## src/pkg/ccr_pkg.sv

```systemverilog
// Shared constants and types for the codec configuration register bank
package ccr_pkg;

  // ==========================================================
  // Address pointer
  localparam int unsigned PTR_W      = 7;
  localparam logic [6:0]  PTR_RESET  = 7'h01;
  localparam int unsigned PTR_AUTO_BIT = 7;
  localparam logic        AUTO_RESET = 1'b1;

  // ==========================================================
  // Register addresses
  localparam logic [6:0] ADDR_ID   = 7'h01;
  localparam logic [6:0] ADDR_PWR  = 7'h02;
  localparam logic [6:0] ADDR_MODE = 7'h03;
  localparam logic [6:0] ADDR_FMT  = 7'h04;
  localparam logic [6:0] ADDR_MISC = 7'h05;

  // ==========================================================
  // Reset values and writable bit masks
  localparam logic [7:0] PWR_RESET  = 8'h01;
  localparam logic [7:0] MODE_RESET = 8'h00;
  localparam logic [7:0] FMT_RESET  = 8'h40;
  localparam logic [7:0] MISC_RESET = 8'h03;
  localparam logic [7:0] PWR_MASK   = 8'h7F;
  localparam logic [7:0] MODE_MASK  = 8'hF6;
  localparam logic [7:0] FMT_MASK   = 8'hFD;
  localparam logic [7:0] MISC_MASK  = 8'hDF;

  // ==========================================================
  // Field positions (low bit of each field)
  localparam int unsigned PWR_PLL       = 6;
  localparam int unsigned PWR_ADC       = 5;
  localparam int unsigned PWR_PAIR_LO   = 1;
  localparam int unsigned PWR_GLOBAL    = 0;
  localparam int unsigned MODE_DAC_SPD  = 6;
  localparam int unsigned MODE_ADC_SPD  = 4;
  localparam int unsigned MODE_CAP_CLK  = 2;
  localparam int unsigned MODE_DEEMPH   = 1;
  localparam int unsigned FMT_SERIAL    = 6;
  localparam int unsigned FMT_ADC_SL    = 4;
  localparam int unsigned FMT_DAC_SL    = 2;
  localparam int unsigned FMT_RJ16      = 0;
  localparam int unsigned MISC_EXT_CLK  = 7;
  localparam int unsigned MISC_HIZ      = 6;
  localparam int unsigned MISC_FREEZE   = 4;
  localparam int unsigned MISC_ROLLOFF  = 3;
  localparam int unsigned MISC_HPF      = 2;
  localparam int unsigned MISC_PLAY_MST = 1;
  localparam int unsigned MISC_CAP_MST  = 0;

  // ==========================================================
  // Encodings
  localparam logic [1:0] SL_FOLLOW = 2'h0;
  localparam logic [1:0] SL_ONE    = 2'h1;
  localparam logic [1:0] SL_TWO    = 2'h2;
  localparam logic [1:0] SER_LJ    = 2'h0;
  localparam logic [1:0] SER_I2S   = 2'h1;
  localparam logic [1:0] SER_RJ    = 2'h2;
  localparam logic [1:0] RATE_NONE = 2'h0;
  localparam logic [4:0] LRCK_BIT_LAST = 5'h1F;

  typedef enum logic [2:0] {
    FRAME_LJ   = 3'h0,
    FRAME_I2S  = 3'h1,
    FRAME_RJ   = 3'h2,
    FRAME_OL1  = 3'h3,
    FRAME_OL2  = 3'h4,
    FRAME_RSVD = 3'h7
  } ccr_frame_t;

  typedef enum logic [1:0] {
    CP_PTR  = 2'b01,
    CP_DATA = 2'b10
  } ccr_cp_state_t;

endpackage : ccr_pkg

```

## src/pkg/ccr_port_if.sv

```systemverilog
// Serial port clock bundle between the register bank and a clock divider
`timescale 1ns/10ps
interface ccr_port_if;
  logic bclk_o;
  logic bclk_oe;
  logic lrck_o;
  logic lrck_oe;
  logic bclk_in;
  logic lrck_in;
  logic bclk_eff;
  logic lrck_eff;

  modport div (output bclk_o, bclk_oe, lrck_o, lrck_oe, bclk_eff, lrck_eff, input bclk_in, lrck_in);
  modport top (input bclk_o, bclk_oe, lrck_o, lrck_oe, bclk_eff, lrck_eff, output bclk_in, lrck_in);
endinterface : ccr_port_if

```

## src/hw/ccr_cfg_byte.sv

```systemverilog
// One control byte with reset value and writable-bit mask
`timescale 1ns/10ps
module ccr_cfg_byte #(
  parameter logic [7:0] RESET_VAL = 8'h00,
  parameter logic [7:0] WR_MASK   = 8'hFF
) (
  input  wire logic       sys_clk,
  input  wire logic       rst_n,
  input  wire logic       we,
  input  wire logic [7:0] wdata,
  output logic      [7:0] q
);
  // ==========================================================
  // Storage
  logic [7:0] q_r;

  // Masked bits keep their reset value, so reserved bits stay zero
  always_ff @(posedge sys_clk or negedge rst_n)
  begin
    if (!rst_n)
      q_r <= RESET_VAL;
    else if (we)
      q_r <= (q_r & ~WR_MASK) | (wdata & WR_MASK);
  end

  assign q = q_r;
endmodule : ccr_cfg_byte

```

## src/hw/ccr_clk_div.sv

```systemverilog
// Bit and frame clock generator for one serial port
`timescale 1ns/10ps
module ccr_clk_div #(
  parameter logic [3:0] HALF_BASE = 4'h8
) (
  input  wire logic       sys_clk,
  input  wire logic       rst_n,
  input  wire logic       master,
  input  wire logic [1:0] speed,
  ccr_port_if.div         port
);
  import ccr_pkg::*;

  // ==========================================================
  // Divider state
  logic [3:0] half;
  logic [3:0] cnt_r;
  logic [4:0] bit_cnt_r;
  logic       bclk_r;
  logic       lrck_r;
  logic       oe_r;
  logic       wrap;

  // Faster rate ranges halve the bit clock period
  assign half = HALF_BASE >> speed;
  assign wrap = master && (cnt_r == half - 4'h1);

  always_ff @(posedge sys_clk or negedge rst_n)
  begin
    if (!rst_n)
      cnt_r <= 4'h0;
    else if (!master || wrap)
      cnt_r <= 4'h0;
    else
      cnt_r <= cnt_r + 4'h1;
  end

  always_ff @(posedge sys_clk or negedge rst_n)
  begin
    if (!rst_n)
      bclk_r <= 1'b0;
    else if (!master)
      bclk_r <= 1'b0;
    else if (wrap)
      bclk_r <= ~bclk_r;
  end

  always_ff @(posedge sys_clk or negedge rst_n)
  begin
    if (!rst_n)
    begin
      bit_cnt_r <= 5'h00;
      lrck_r    <= 1'b0;
    end
    else if (!master)
    begin
      bit_cnt_r <= 5'h00;
      lrck_r    <= 1'b0;
    end
    else if (wrap && bclk_r)
    begin
      bit_cnt_r <= bit_cnt_r + 5'h01;
      if (bit_cnt_r == LRCK_BIT_LAST)
        lrck_r <= ~lrck_r;
    end
  end

  always_ff @(posedge sys_clk or negedge rst_n)
  begin
    if (!rst_n)
      oe_r <= 1'b0;
    else
      oe_r <= master;
  end

  assign port.bclk_o   = bclk_r;
  assign port.lrck_o   = lrck_r;
  assign port.bclk_oe  = oe_r;
  assign port.lrck_oe  = oe_r;
  assign port.bclk_eff = oe_r ? bclk_r : port.bclk_in;
  assign port.lrck_eff = oe_r ? lrck_r : port.lrck_in;
endmodule : ccr_clk_div

```

## src/hw/ccr_regs.sv

```systemverilog
// Codec configuration register bank behind the control port
`timescale 1ns/10ps
module ccr_regs #(
  parameter logic [3:0] PART_CODE = 4'h5,  // Arbitrary value
  parameter logic [3:0] REV_CODE  = 4'h2,  // Arbitrary value
  parameter logic [3:0] BCLK_HALF_BASE = 4'h8
) (
  input  wire logic                 sys_clk,
  input  wire logic                 rst_n,
  input  wire logic                 cp_start,
  input  wire logic                 cp_wr,
  input  wire logic [7:0]           cp_wdata,
  input  wire logic                 cp_rd,
  output logic      [7:0]           cp_rdata,
  output logic                      cp_rvalid,
  input  wire logic [1:0]           detected_rate,
  input  wire logic                 force_lock,
  input  wire logic [1:0]           deemphasis_rate,
  input  wire logic                 recovered_clk_in,
  input  wire logic                 playback_bclk_in,
  input  wire logic                 playback_lrck_in,
  input  wire logic                 capture_bclk_in,
  input  wire logic                 capture_lrck_in,
  output logic                      playback_bclk_o,
  output logic                      playback_bclk_oe,
  output logic                      playback_lrck_o,
  output logic                      playback_lrck_oe,
  output logic                      capture_bclk_o,
  output logic                      capture_bclk_oe,
  output logic                      capture_lrck_o,
  output logic                      capture_lrck_oe,
  output logic                      capture_shift_bclk,
  output logic                      capture_shift_lrck,
  output logic                      external_adc_inputs_bclk,
  output logic                      recovered_clock_out,
  output logic                      recovered_clock_out_oe,
  output logic                      pll_hold,
  output logic                      adc_hold,
  output logic      [3:0]           pair_hold,
  output logic                      global_sleep,
  output logic      [1:0]           dac_port_speed,
  output logic      [1:0]           adc_port_speed,
  output logic                      deemph_active,
  output logic      [1:0]           deemph_rate_sel,
  output ccr_pkg::ccr_frame_t       playback_framing,
  output ccr_pkg::ccr_frame_t       capture_framing,
  output logic                      playback_rj16,
  output logic                      capture_rj16,
  output logic                      rolloff_select,
  output logic                      highpass_hold,
  output logic                      update_hold,
  output logic                      update_apply
);
  import ccr_pkg::*;

  // ==========================================================
  // Reset release
  logic rst_meta_r;
  logic rst_sync_n;

  always_ff @(posedge sys_clk or negedge rst_n)
  begin
    if (!rst_n)
    begin
      rst_meta_r <= 1'b0;
      rst_sync_n <= 1'b0;
    end
    else
    begin
      rst_meta_r <= 1'b1;
      rst_sync_n <= rst_meta_r;
    end
  end

  // ==========================================================
  // Control port sequencing
  ccr_cp_state_t    state_r;
  logic [PTR_W-1:0] ptr_r;
  logic             auto_r;
  logic             ptr_phase;
  logic             ptr_load;
  logic             data_wr;
  logic             data_rd;
  logic             access;

  // A start marks the next written byte as the pointer byte
  assign ptr_phase = cp_start || (state_r == CP_PTR);
  assign ptr_load  = cp_wr && ptr_phase;
  assign data_wr   = cp_wr && !ptr_phase;
  assign data_rd   = cp_rd && !cp_wr;
  assign access    = data_wr || data_rd;

  always_ff @(posedge sys_clk or negedge rst_sync_n)
  begin
    if (!rst_sync_n)
      state_r <= CP_PTR;
    else
    begin
      case (state_r)
        CP_PTR:  if (ptr_load) state_r <= CP_DATA;
        CP_DATA: if (cp_start && !cp_wr) state_r <= CP_PTR;
        default: state_r <= CP_PTR;
      endcase
    end
  end

  always_ff @(posedge sys_clk or negedge rst_sync_n)
  begin
    if (!rst_sync_n)
    begin
      ptr_r  <= PTR_RESET;
      auto_r <= AUTO_RESET;
    end
    else if (ptr_load)
    begin
      ptr_r  <= cp_wdata[PTR_W-1:0];
      auto_r <= cp_wdata[PTR_AUTO_BIT];
    end
    else if (access && auto_r)
      ptr_r <= ptr_r + 7'h01;
  end

  // ==========================================================
  // Register storage
  logic [7:0] pwr_q;
  logic [7:0] mode_q;
  logic [7:0] fmt_q;
  logic [7:0] misc_q;

  // Identity and unmapped addresses have no write enable
  ccr_cfg_byte #(.RESET_VAL(PWR_RESET), .WR_MASK(PWR_MASK)) u_pwr (
    .sys_clk (sys_clk),
    .rst_n   (rst_sync_n),
    .we      (data_wr && (ptr_r == ADDR_PWR)),
    .wdata   (cp_wdata),
    .q       (pwr_q)
  );

  ccr_cfg_byte #(.RESET_VAL(MODE_RESET), .WR_MASK(MODE_MASK)) u_mode (
    .sys_clk (sys_clk),
    .rst_n   (rst_sync_n),
    .we      (data_wr && (ptr_r == ADDR_MODE)),
    .wdata   (cp_wdata),
    .q       (mode_q)
  );

  ccr_cfg_byte #(.RESET_VAL(FMT_RESET), .WR_MASK(FMT_MASK)) u_fmt (
    .sys_clk (sys_clk),
    .rst_n   (rst_sync_n),
    .we      (data_wr && (ptr_r == ADDR_FMT)),
    .wdata   (cp_wdata),
    .q       (fmt_q)
  );

  ccr_cfg_byte #(.RESET_VAL(MISC_RESET), .WR_MASK(MISC_MASK)) u_misc (
    .sys_clk (sys_clk),
    .rst_n   (rst_sync_n),
    .we      (data_wr && (ptr_r == ADDR_MISC)),
    .wdata   (cp_wdata),
    .q       (misc_q)
  );

  // ==========================================================
  // Read path
  logic [7:0] rd_byte;

  always_comb
  begin
    case (ptr_r)
      ADDR_ID:   rd_byte = {PART_CODE, REV_CODE};
      ADDR_PWR:  rd_byte = pwr_q;
      ADDR_MODE: rd_byte = mode_q;
      ADDR_FMT:  rd_byte = fmt_q;
      ADDR_MISC: rd_byte = misc_q;
      default:   rd_byte = 8'h00;
    endcase
  end

  always_ff @(posedge sys_clk or negedge rst_sync_n)
  begin
    if (!rst_sync_n)
    begin
      cp_rdata  <= 8'h00;
      cp_rvalid <= 1'b0;
    end
    else
    begin
      cp_rvalid <= data_rd;
      if (data_rd)
        cp_rdata <= rd_byte;
    end
  end

  // ==========================================================
  // Power holds
  // Global sleep forces every block down but leaves the registers alone
  always_ff @(posedge sys_clk or negedge rst_sync_n)
  begin
    if (!rst_sync_n)
    begin
      pll_hold     <= 1'b1;
      adc_hold     <= 1'b1;
      pair_hold    <= 4'hF;
      global_sleep <= 1'b1;
    end
    else
    begin
      pll_hold     <= pwr_q[PWR_PLL] || pwr_q[PWR_GLOBAL];
      adc_hold     <= pwr_q[PWR_ADC] || pwr_q[PWR_GLOBAL];
      pair_hold    <= pwr_q[PWR_PAIR_LO +: 4] | {4{pwr_q[PWR_GLOBAL]}};
      global_sleep <= pwr_q[PWR_GLOBAL];
    end
  end

  // ==========================================================
  // Rate ranges and de-emphasis
  logic [1:0] rate_now;

  // Forced lock disables detection, so the host supplies the rate
  assign rate_now = force_lock ? deemphasis_rate : detected_rate;

  always_ff @(posedge sys_clk or negedge rst_sync_n)
  begin
    if (!rst_sync_n)
    begin
      dac_port_speed  <= 2'h0;
      adc_port_speed  <= 2'h0;
      deemph_active   <= 1'b0;
      deemph_rate_sel <= RATE_NONE;
    end
    else
    begin
      dac_port_speed  <= mode_q[MODE_DAC_SPD +: 2];
      adc_port_speed  <= mode_q[MODE_ADC_SPD +: 2];
      deemph_active   <= mode_q[MODE_DEEMPH] && (rate_now != RATE_NONE);
      deemph_rate_sel <= mode_q[MODE_DEEMPH] ? rate_now : RATE_NONE;
    end
  end

  // ==========================================================
  // Framing
  function automatic ccr_frame_t frame_of(input logic [1:0] sl, input logic [1:0] ser);
    ccr_frame_t f;
    f = FRAME_RSVD;
    if (sl == SL_ONE)
      f = FRAME_OL1;
    else if (sl == SL_TWO)
      f = FRAME_OL2;
    else if (sl == SL_FOLLOW)
    begin
      if (ser == SER_LJ)
        f = FRAME_LJ;
      else if (ser == SER_I2S)
        f = FRAME_I2S;
      else if (ser == SER_RJ)
        f = FRAME_RJ;
    end
    return f;
  endfunction : frame_of

  ccr_frame_t play_frame;
  ccr_frame_t cap_frame;

  assign play_frame = frame_of(fmt_q[FMT_DAC_SL +: 2], fmt_q[FMT_SERIAL +: 2]);
  assign cap_frame  = frame_of(fmt_q[FMT_ADC_SL +: 2], fmt_q[FMT_SERIAL +: 2]);

  always_ff @(posedge sys_clk or negedge rst_sync_n)
  begin
    if (!rst_sync_n)
    begin
      playback_framing <= FRAME_I2S;
      capture_framing  <= FRAME_I2S;
      playback_rj16    <= 1'b0;
      capture_rj16     <= 1'b0;
    end
    else
    begin
      playback_framing <= play_frame;
      capture_framing  <= cap_frame;
      playback_rj16    <= fmt_q[FMT_RJ16] && (play_frame == FRAME_RJ);
      capture_rj16     <= fmt_q[FMT_RJ16] && (cap_frame == FRAME_RJ);
    end
  end

  // ==========================================================
  // Serial port clocks
  ccr_port_if play_if ();
  ccr_port_if cap_if ();

  assign play_if.bclk_in = playback_bclk_in;
  assign play_if.lrck_in = playback_lrck_in;
  assign cap_if.bclk_in  = capture_bclk_in;
  assign cap_if.lrck_in  = capture_lrck_in;

  ccr_clk_div #(.HALF_BASE(BCLK_HALF_BASE)) u_play_div (
    .sys_clk (sys_clk),
    .rst_n   (rst_sync_n),
    .master  (misc_q[MISC_PLAY_MST]),
    .speed   (mode_q[MODE_DAC_SPD +: 2]),
    .port    (play_if)
  );

  ccr_clk_div #(.HALF_BASE(BCLK_HALF_BASE)) u_cap_div (
    .sys_clk (sys_clk),
    .rst_n   (rst_sync_n),
    .master  (misc_q[MISC_CAP_MST]),
    .speed   (mode_q[MODE_ADC_SPD +: 2]),
    .port    (cap_if)
  );

  assign playback_bclk_o  = play_if.bclk_o;
  assign playback_bclk_oe = play_if.bclk_oe;
  assign playback_lrck_o  = play_if.lrck_o;
  assign playback_lrck_oe = play_if.lrck_oe;
  assign capture_bclk_o   = cap_if.bclk_o;
  assign capture_bclk_oe  = cap_if.bclk_oe;
  assign capture_lrck_o   = cap_if.lrck_o;
  assign capture_lrck_oe  = cap_if.lrck_oe;

  // Slave clocks pass one flop, so they lag the pins by a cycle
  always_ff @(posedge sys_clk or negedge rst_sync_n)
  begin
    if (!rst_sync_n)
    begin
      capture_shift_bclk       <= 1'b0;
      capture_shift_lrck       <= 1'b0;
      external_adc_inputs_bclk <= 1'b0;
    end
    else
    begin
      capture_shift_bclk <= mode_q[MODE_CAP_CLK] ? cap_if.bclk_eff : play_if.bclk_eff;
      capture_shift_lrck <= mode_q[MODE_CAP_CLK] ? cap_if.lrck_eff : play_if.lrck_eff;
      if (cap_frame == FRAME_OL1 || cap_frame == FRAME_OL2)
        external_adc_inputs_bclk <= misc_q[MISC_EXT_CLK] ? play_if.bclk_eff : cap_if.bclk_eff;
      else
        external_adc_inputs_bclk <= 1'b0;
    end
  end

  // ==========================================================
  // Misc controls
  always_ff @(posedge sys_clk or negedge rst_sync_n)
  begin
    if (!rst_sync_n)
    begin
      recovered_clock_out    <= 1'b0;
      recovered_clock_out_oe <= 1'b0;
      rolloff_select         <= 1'b0;
      highpass_hold          <= 1'b0;
    end
    else
    begin
      recovered_clock_out    <= recovered_clk_in;
      recovered_clock_out_oe <= !misc_q[MISC_HIZ];
      rolloff_select         <= misc_q[MISC_ROLLOFF];
      highpass_hold          <= misc_q[MISC_HPF];
    end
  end

  // Downstream shadow registers load on the apply pulse only
  always_ff @(posedge sys_clk or negedge rst_sync_n)
  begin
    if (!rst_sync_n)
    begin
      update_hold  <= 1'b0;
      update_apply <= 1'b0;
    end
    else
    begin
      update_hold  <= misc_q[MISC_FREEZE];
      update_apply <= update_hold && !misc_q[MISC_FREEZE];
    end
  end
endmodule : ccr_regs

```

## config.mk

```make
export PLATFORM = sky130hd
export DESIGN_NAME = ccr_regs
export DESIGN_NICKNAME = d
export VERILOG_FILES = /design/src/pkg/ccr_pkg.sv /design/src/pkg/ccr_port_if.sv /design/src/hw/ccr_cfg_byte.sv /design/src/hw/ccr_clk_div.sv /design/src/hw/ccr_regs.sv
export SDC_FILE = /design/constraint.sdc
export NUM_CORES = 1
export LEC_CHECK = 0
export BUFFER_PORTS_ARGS = -buffer_cell sky130_fd_sc_hd__buf_2
export CAP_MARGIN = 20
export CORE_ASPECT_RATIO = 0.8
export CORE_MARGIN = 3
export CORE_UTILIZATION = 31
export DETAILED_ROUTE_END_ITERATION = 16
export PLACE_DENSITY_LB_ADDON = 0.3
export SYNTH_ARGS = -nofsm -noshare
export SYNTH_HDL_FRONTEND = slang
export SYNTH_HIERARCHICAL = 1
export SYNTH_SLANG_ARGS = --single-unit
```

## constraint.sdc

```tcl
create_clock -name sys_clk -period 7.3 [get_ports sys_clk]
set_input_delay 1.46 -clock sys_clk [delete_from_list [all_inputs] [get_ports sys_clk]]
set_output_delay 1.46 -clock sys_clk [all_outputs]
set_load 0.01 [all_outputs]
```

==> results.sh <==
export IMPL_cts_num_sinks=103
export IMPL_core_area_um2=14500
export IMPL_seqPwrFrac=0.488
export IMPL_routed_via_density=4.75
export IMPL_crit_type="in2reg"
export IMPL_insertion_delay_ns=0.35
export IMPL_first_pass_iters=4
export IMPL_worst_endpoint_required_ns=7.53
export IMPL_grt_total_usage=0.127
export IMPL_dieArea_um2=16600
export IMPL_cts_tree="built"
export IMPL_reg2reg_from="ptr_r[3]"
export IMPL_rows=39
export IMPL_place_inst=623
export IMPL_cp_end_kind="flip-flop"
export IMPL_layout_drive_gt1_share=0.321
export IMPL_relSlewSlack=0.341
export IMPL_clockPowerShare=0.333
export IMPL_grt_max_degree=80
export IMPL_drtAntennaViolNets=0
export IMPL_p_leak_uw=0.00259
export IMPL_slew_viol_final=0
export IMPL_crit_path_start_kind="input port"
export IMPL_drt_iter0_drc=146
export IMPL_die_width_um=143
export IMPL_synth_cell_types=46
export IMPL_antenna_cells=0
export IMPL_register_area_um2=2600
export IMPL_cts_hold_buf=0
export IMPL_finalSetupViolations=0
export IMPL_drv_cap=0
export IMPL_r2r_end="u_fmt/q[4]"
export IMPL_ys_warn_count=6
export IMPL_wl_per_cell_um=16.0
export IMPL_ys_seq_elements=103
export IMPL_fmax_mhz=352
export IMPL_peakVddDrop_mv=0.154
export IMPL_clk_pin_slew_ns=0.07
export IMPL_num_vias=3036
export IMPL_synthTopCellsByArea="dfrtp_1, dfstp_2, mux2_4"
export IMPL_overflow=0
export IMPL_rsz0062_at_grt="false"
export IMPL_cts_htree_levels=3
export IMPL_drc=0
export IMPL_area_growth_pct=15.8
export IMPL_avgSynthCellArea_um2=12.0
export IMPL_switching_power_uw=417
export IMPL_sw_frac_of_total=0.288
export IMPL_syn_inst=390
export IMPL_antenna_found_initial=0
export IMPL_stdcell_count=639
export IMPL_crit_arrival_ns=3.07
export IMPL_postCtsSetupBuffers=0
export IMPL_min_period_ns=2.84
export IMPL_finalHoldViolations=0
export IMPL_grt_pass1_wl_um=16200
export IMPL_post_route_period_util=0.389
export IMPL_worstMarginPinSlew_ns=0.988
export IMPL_wl_um=10200
export IMPL_grt_pass1_vias=3024
export IMPL_combPwrFrac=0.180
export IMPL_cts_made_buffers=9
export IMPL_power_density_nw_per_um2=267
export IMPL_outcome="complete, no violations"
export IMPL_fin_setup_tns_ns=0
export IMPL_gp_congestion=0.824
export IMPL_synth_edf_count=0
export IMPL_multi_input_area_um2=1870
export IMPL_synth_async_reset_ratio=1.00
export IMPL_clockBufferDepth=2
export IMPL_finalPower_uw=1450
export IMPL_start_util=0.322
export IMPL_ios=71
export IMPL_io_buffer_count=70
export IMPL_die_h_um=116
export IMPL_finClkSkew_ns=0.0102
export IMPL_hold_slack_ns=0.217
export IMPL_cts_resized=0
export IMPL_synth_top_cell_area_share=0.465
export IMPL_seq_area_frac_synth=0.554
export IMPL_power_internal_uw=1030
export IMPL_root_buffer="clkbuf_16"
export IMPL_nets=486
export IMPL_synth_main_ff_cell="dfrtp_1"
export IMPL_worstRegToRegCells=4
export IMPL_synth_top_cell_by_area="dfrtp_1"
export IMPL_dp_hpwl_um=7600
export IMPL_hold_path_class="reg2async"
export IMPL_n_fill_cell=1430
export IMPL_crit_start="cp_wr"
export IMPL_syn_cell_area_um2=4690
export IMPL_r2r_slack_ns=4.94
export IMPL_cp_max_fo=7
[synth_stat cells, types with 3 or more instances]
cell and instances:
buf_4 7, nor4_1 3, xor2_1 4, a21oi_1 11
mux2_2 7, and3_1 8, nand2b_1 5, or2_2 7
a21o_1 4, buf_6 6, xnor2_1 12, and2_1 4
a221oi_1 3, o21ai_1 6, mux2_4 27, dfstp_2 16
nor2_1 20, conb_1 5, nor2b_1 6, ha_1 13
nand3_1 10, a21boi_1 4, inv_1 16, a22oi_1 10
clkbuf_1 9, nor3_1 6, dfrtp_1 87, mux2i_1 4
o21ai_0 19, nand2_1 18, o22a_1 5, or3_1 7
[layer usage]
layer | routed length (µm) | track usage | vias up | share of wire
li1 | - | - | 1463 | -
met1 | 4950 | 0.177 | 1492 | 0.48
met2 | 4560 | 0.193 | 72 | 0.45
met3 | 620 | 0.0408 | 9 | 0.061
met4 | 92 | 0.0364 | 0 | 0.0090
met5 | 0 | 0 | - | 0
[how the worst max path moves through the flow]
| stage | to | cells after the start |
|---|---|---|
| 4_1_cts | u_fmt/q[3] | 4 |
| 2_1_floorplan | adc_port_speed[0] | 0 |
| 5_1_grt | u_fmt/q[0] | 4 |
| 6_report | u_fmt/q[4] | 4 |
| 3_3_place_gp | u_fmt/q[2] | 4 |
| 3_5_place_dp | u_fmt/q[4] | 4 |
[power groups by stage]
stage	sequential [µW]	combinational [µW]	clock, µW
2_1_floorplan	707	183	0
3_3_place_gp	715	255	0
3_5_place_dp	718	261	0
4_1_cts	707	263	501
5_1_grt	717	291	525
6_report	707	260	482
[state kept, by name (all words and copies together) (netlist names), 2 cells and up]
name,count
u_mode/q,6
capture_framing,3
u_misc/q,7
u_cap_div/bit_cnt_r,5
adc_port_speed,2
u_pwr/q,7
u_play_div/cnt_r,4
u_cap_div/cnt_r,4
state_r,2
u_play_div/bit_cnt_r,5
playback_framing,3
dac_port_speed,2
u_fmt/q,7
pair_hold,4
ptr_r,7
deemph_rate_sel,2
cp_rdata,8
[cell type report]
type,count,share of cell area
Clock buffer,12,0.0454
Clock inverter,4,0.0101
Inverter,16,0.0111
Multi-Input combinational cell,249,0.345
Sequential cell,103,0.480
Tap cell,184,0.0424
Timing Repair Buffer,71,0.0660
[critical path, cell delays in order]
cell     delay (ns)
buf_2          0.13
nor3b_1        0.56
and3_1         0.58
mux2_4         0.34
[per-stage QoR]
step / setup slack (ns) / util / cell area (µm²)
CTS: 4.52 / 0.373 / 5420
finish: 4.46 / 0.373 / 5420
floorplan: 4.25 / - / 4690
global placement: 4.20 / 0.352 / 5120
detailed placement: 4.14 / 0.352 / 5120
global route: 4.46 / 0.373 / 5420
[logic make-up (layout without fill, tap and decap cells)]
kind of cell | after synthesis | count (layout) | synth area share
compound gates | 73 | 73 | 0.102
xor+xnor | 16 | 16 | 0.0299
fa+ha+maj | 13 | 13 | 0.0347
buf+inv | 39 | 103 | 0.0467
flops | 103 | 103 | 0.554
mux | 38 | 38 | 0.112
other cells | 5 | 6 | 0.00401
simple gates | 103 | 103 | 0.117
[cells in the final DEF (no fill, tap or decap), types with 3 or more instances in the layout]
| cell type | Yosys | final |
|---|---|---|
| a21boi_1 | 4 | 4 |
| a21o_1 | 4 | 4 |
| a21oi_1 | 11 | 11 |
| a221oi_1 | 3 | 3 |
| a22oi_1 | 10 | 10 |
| and2_1 | 4 | 4 |
| and3_1 | 8 | 8 |
| buf_2 | 1 | 70 |
| clkbuf_16 | 0 | 9 |
| conb_1 | 5 | 6 |
| dfrtp_1 | 87 | 86 |
| dfstp_2 | 16 | 16 |
| ha_1 | 13 | 13 |
| inv_1 | 16 | 16 |
| mux2_2 | 7 | 7 |
| mux2_4 | 27 | 27 |
| mux2i_1 | 4 | 4 |
| nand2_1 | 18 | 18 |
| nand2b_1 | 5 | 5 |
| nand3_1 | 10 | 10 |
| nor2_1 | 20 | 20 |
| nor2b_1 | 6 | 6 |
| nor3_1 | 6 | 6 |
| nor4_1 | 3 | 3 |
| o21ai_0 | 19 | 19 |
| o21ai_1 | 6 | 6 |
| o22a_1 | 5 | 5 |
| or2_2 | 7 | 7 |
| or3_1 | 7 | 7 |
| xnor2_1 | 12 | 12 |
| xor2_1 | 4 | 4 |
Note: power is estimated with default switching activity, not from simulation.
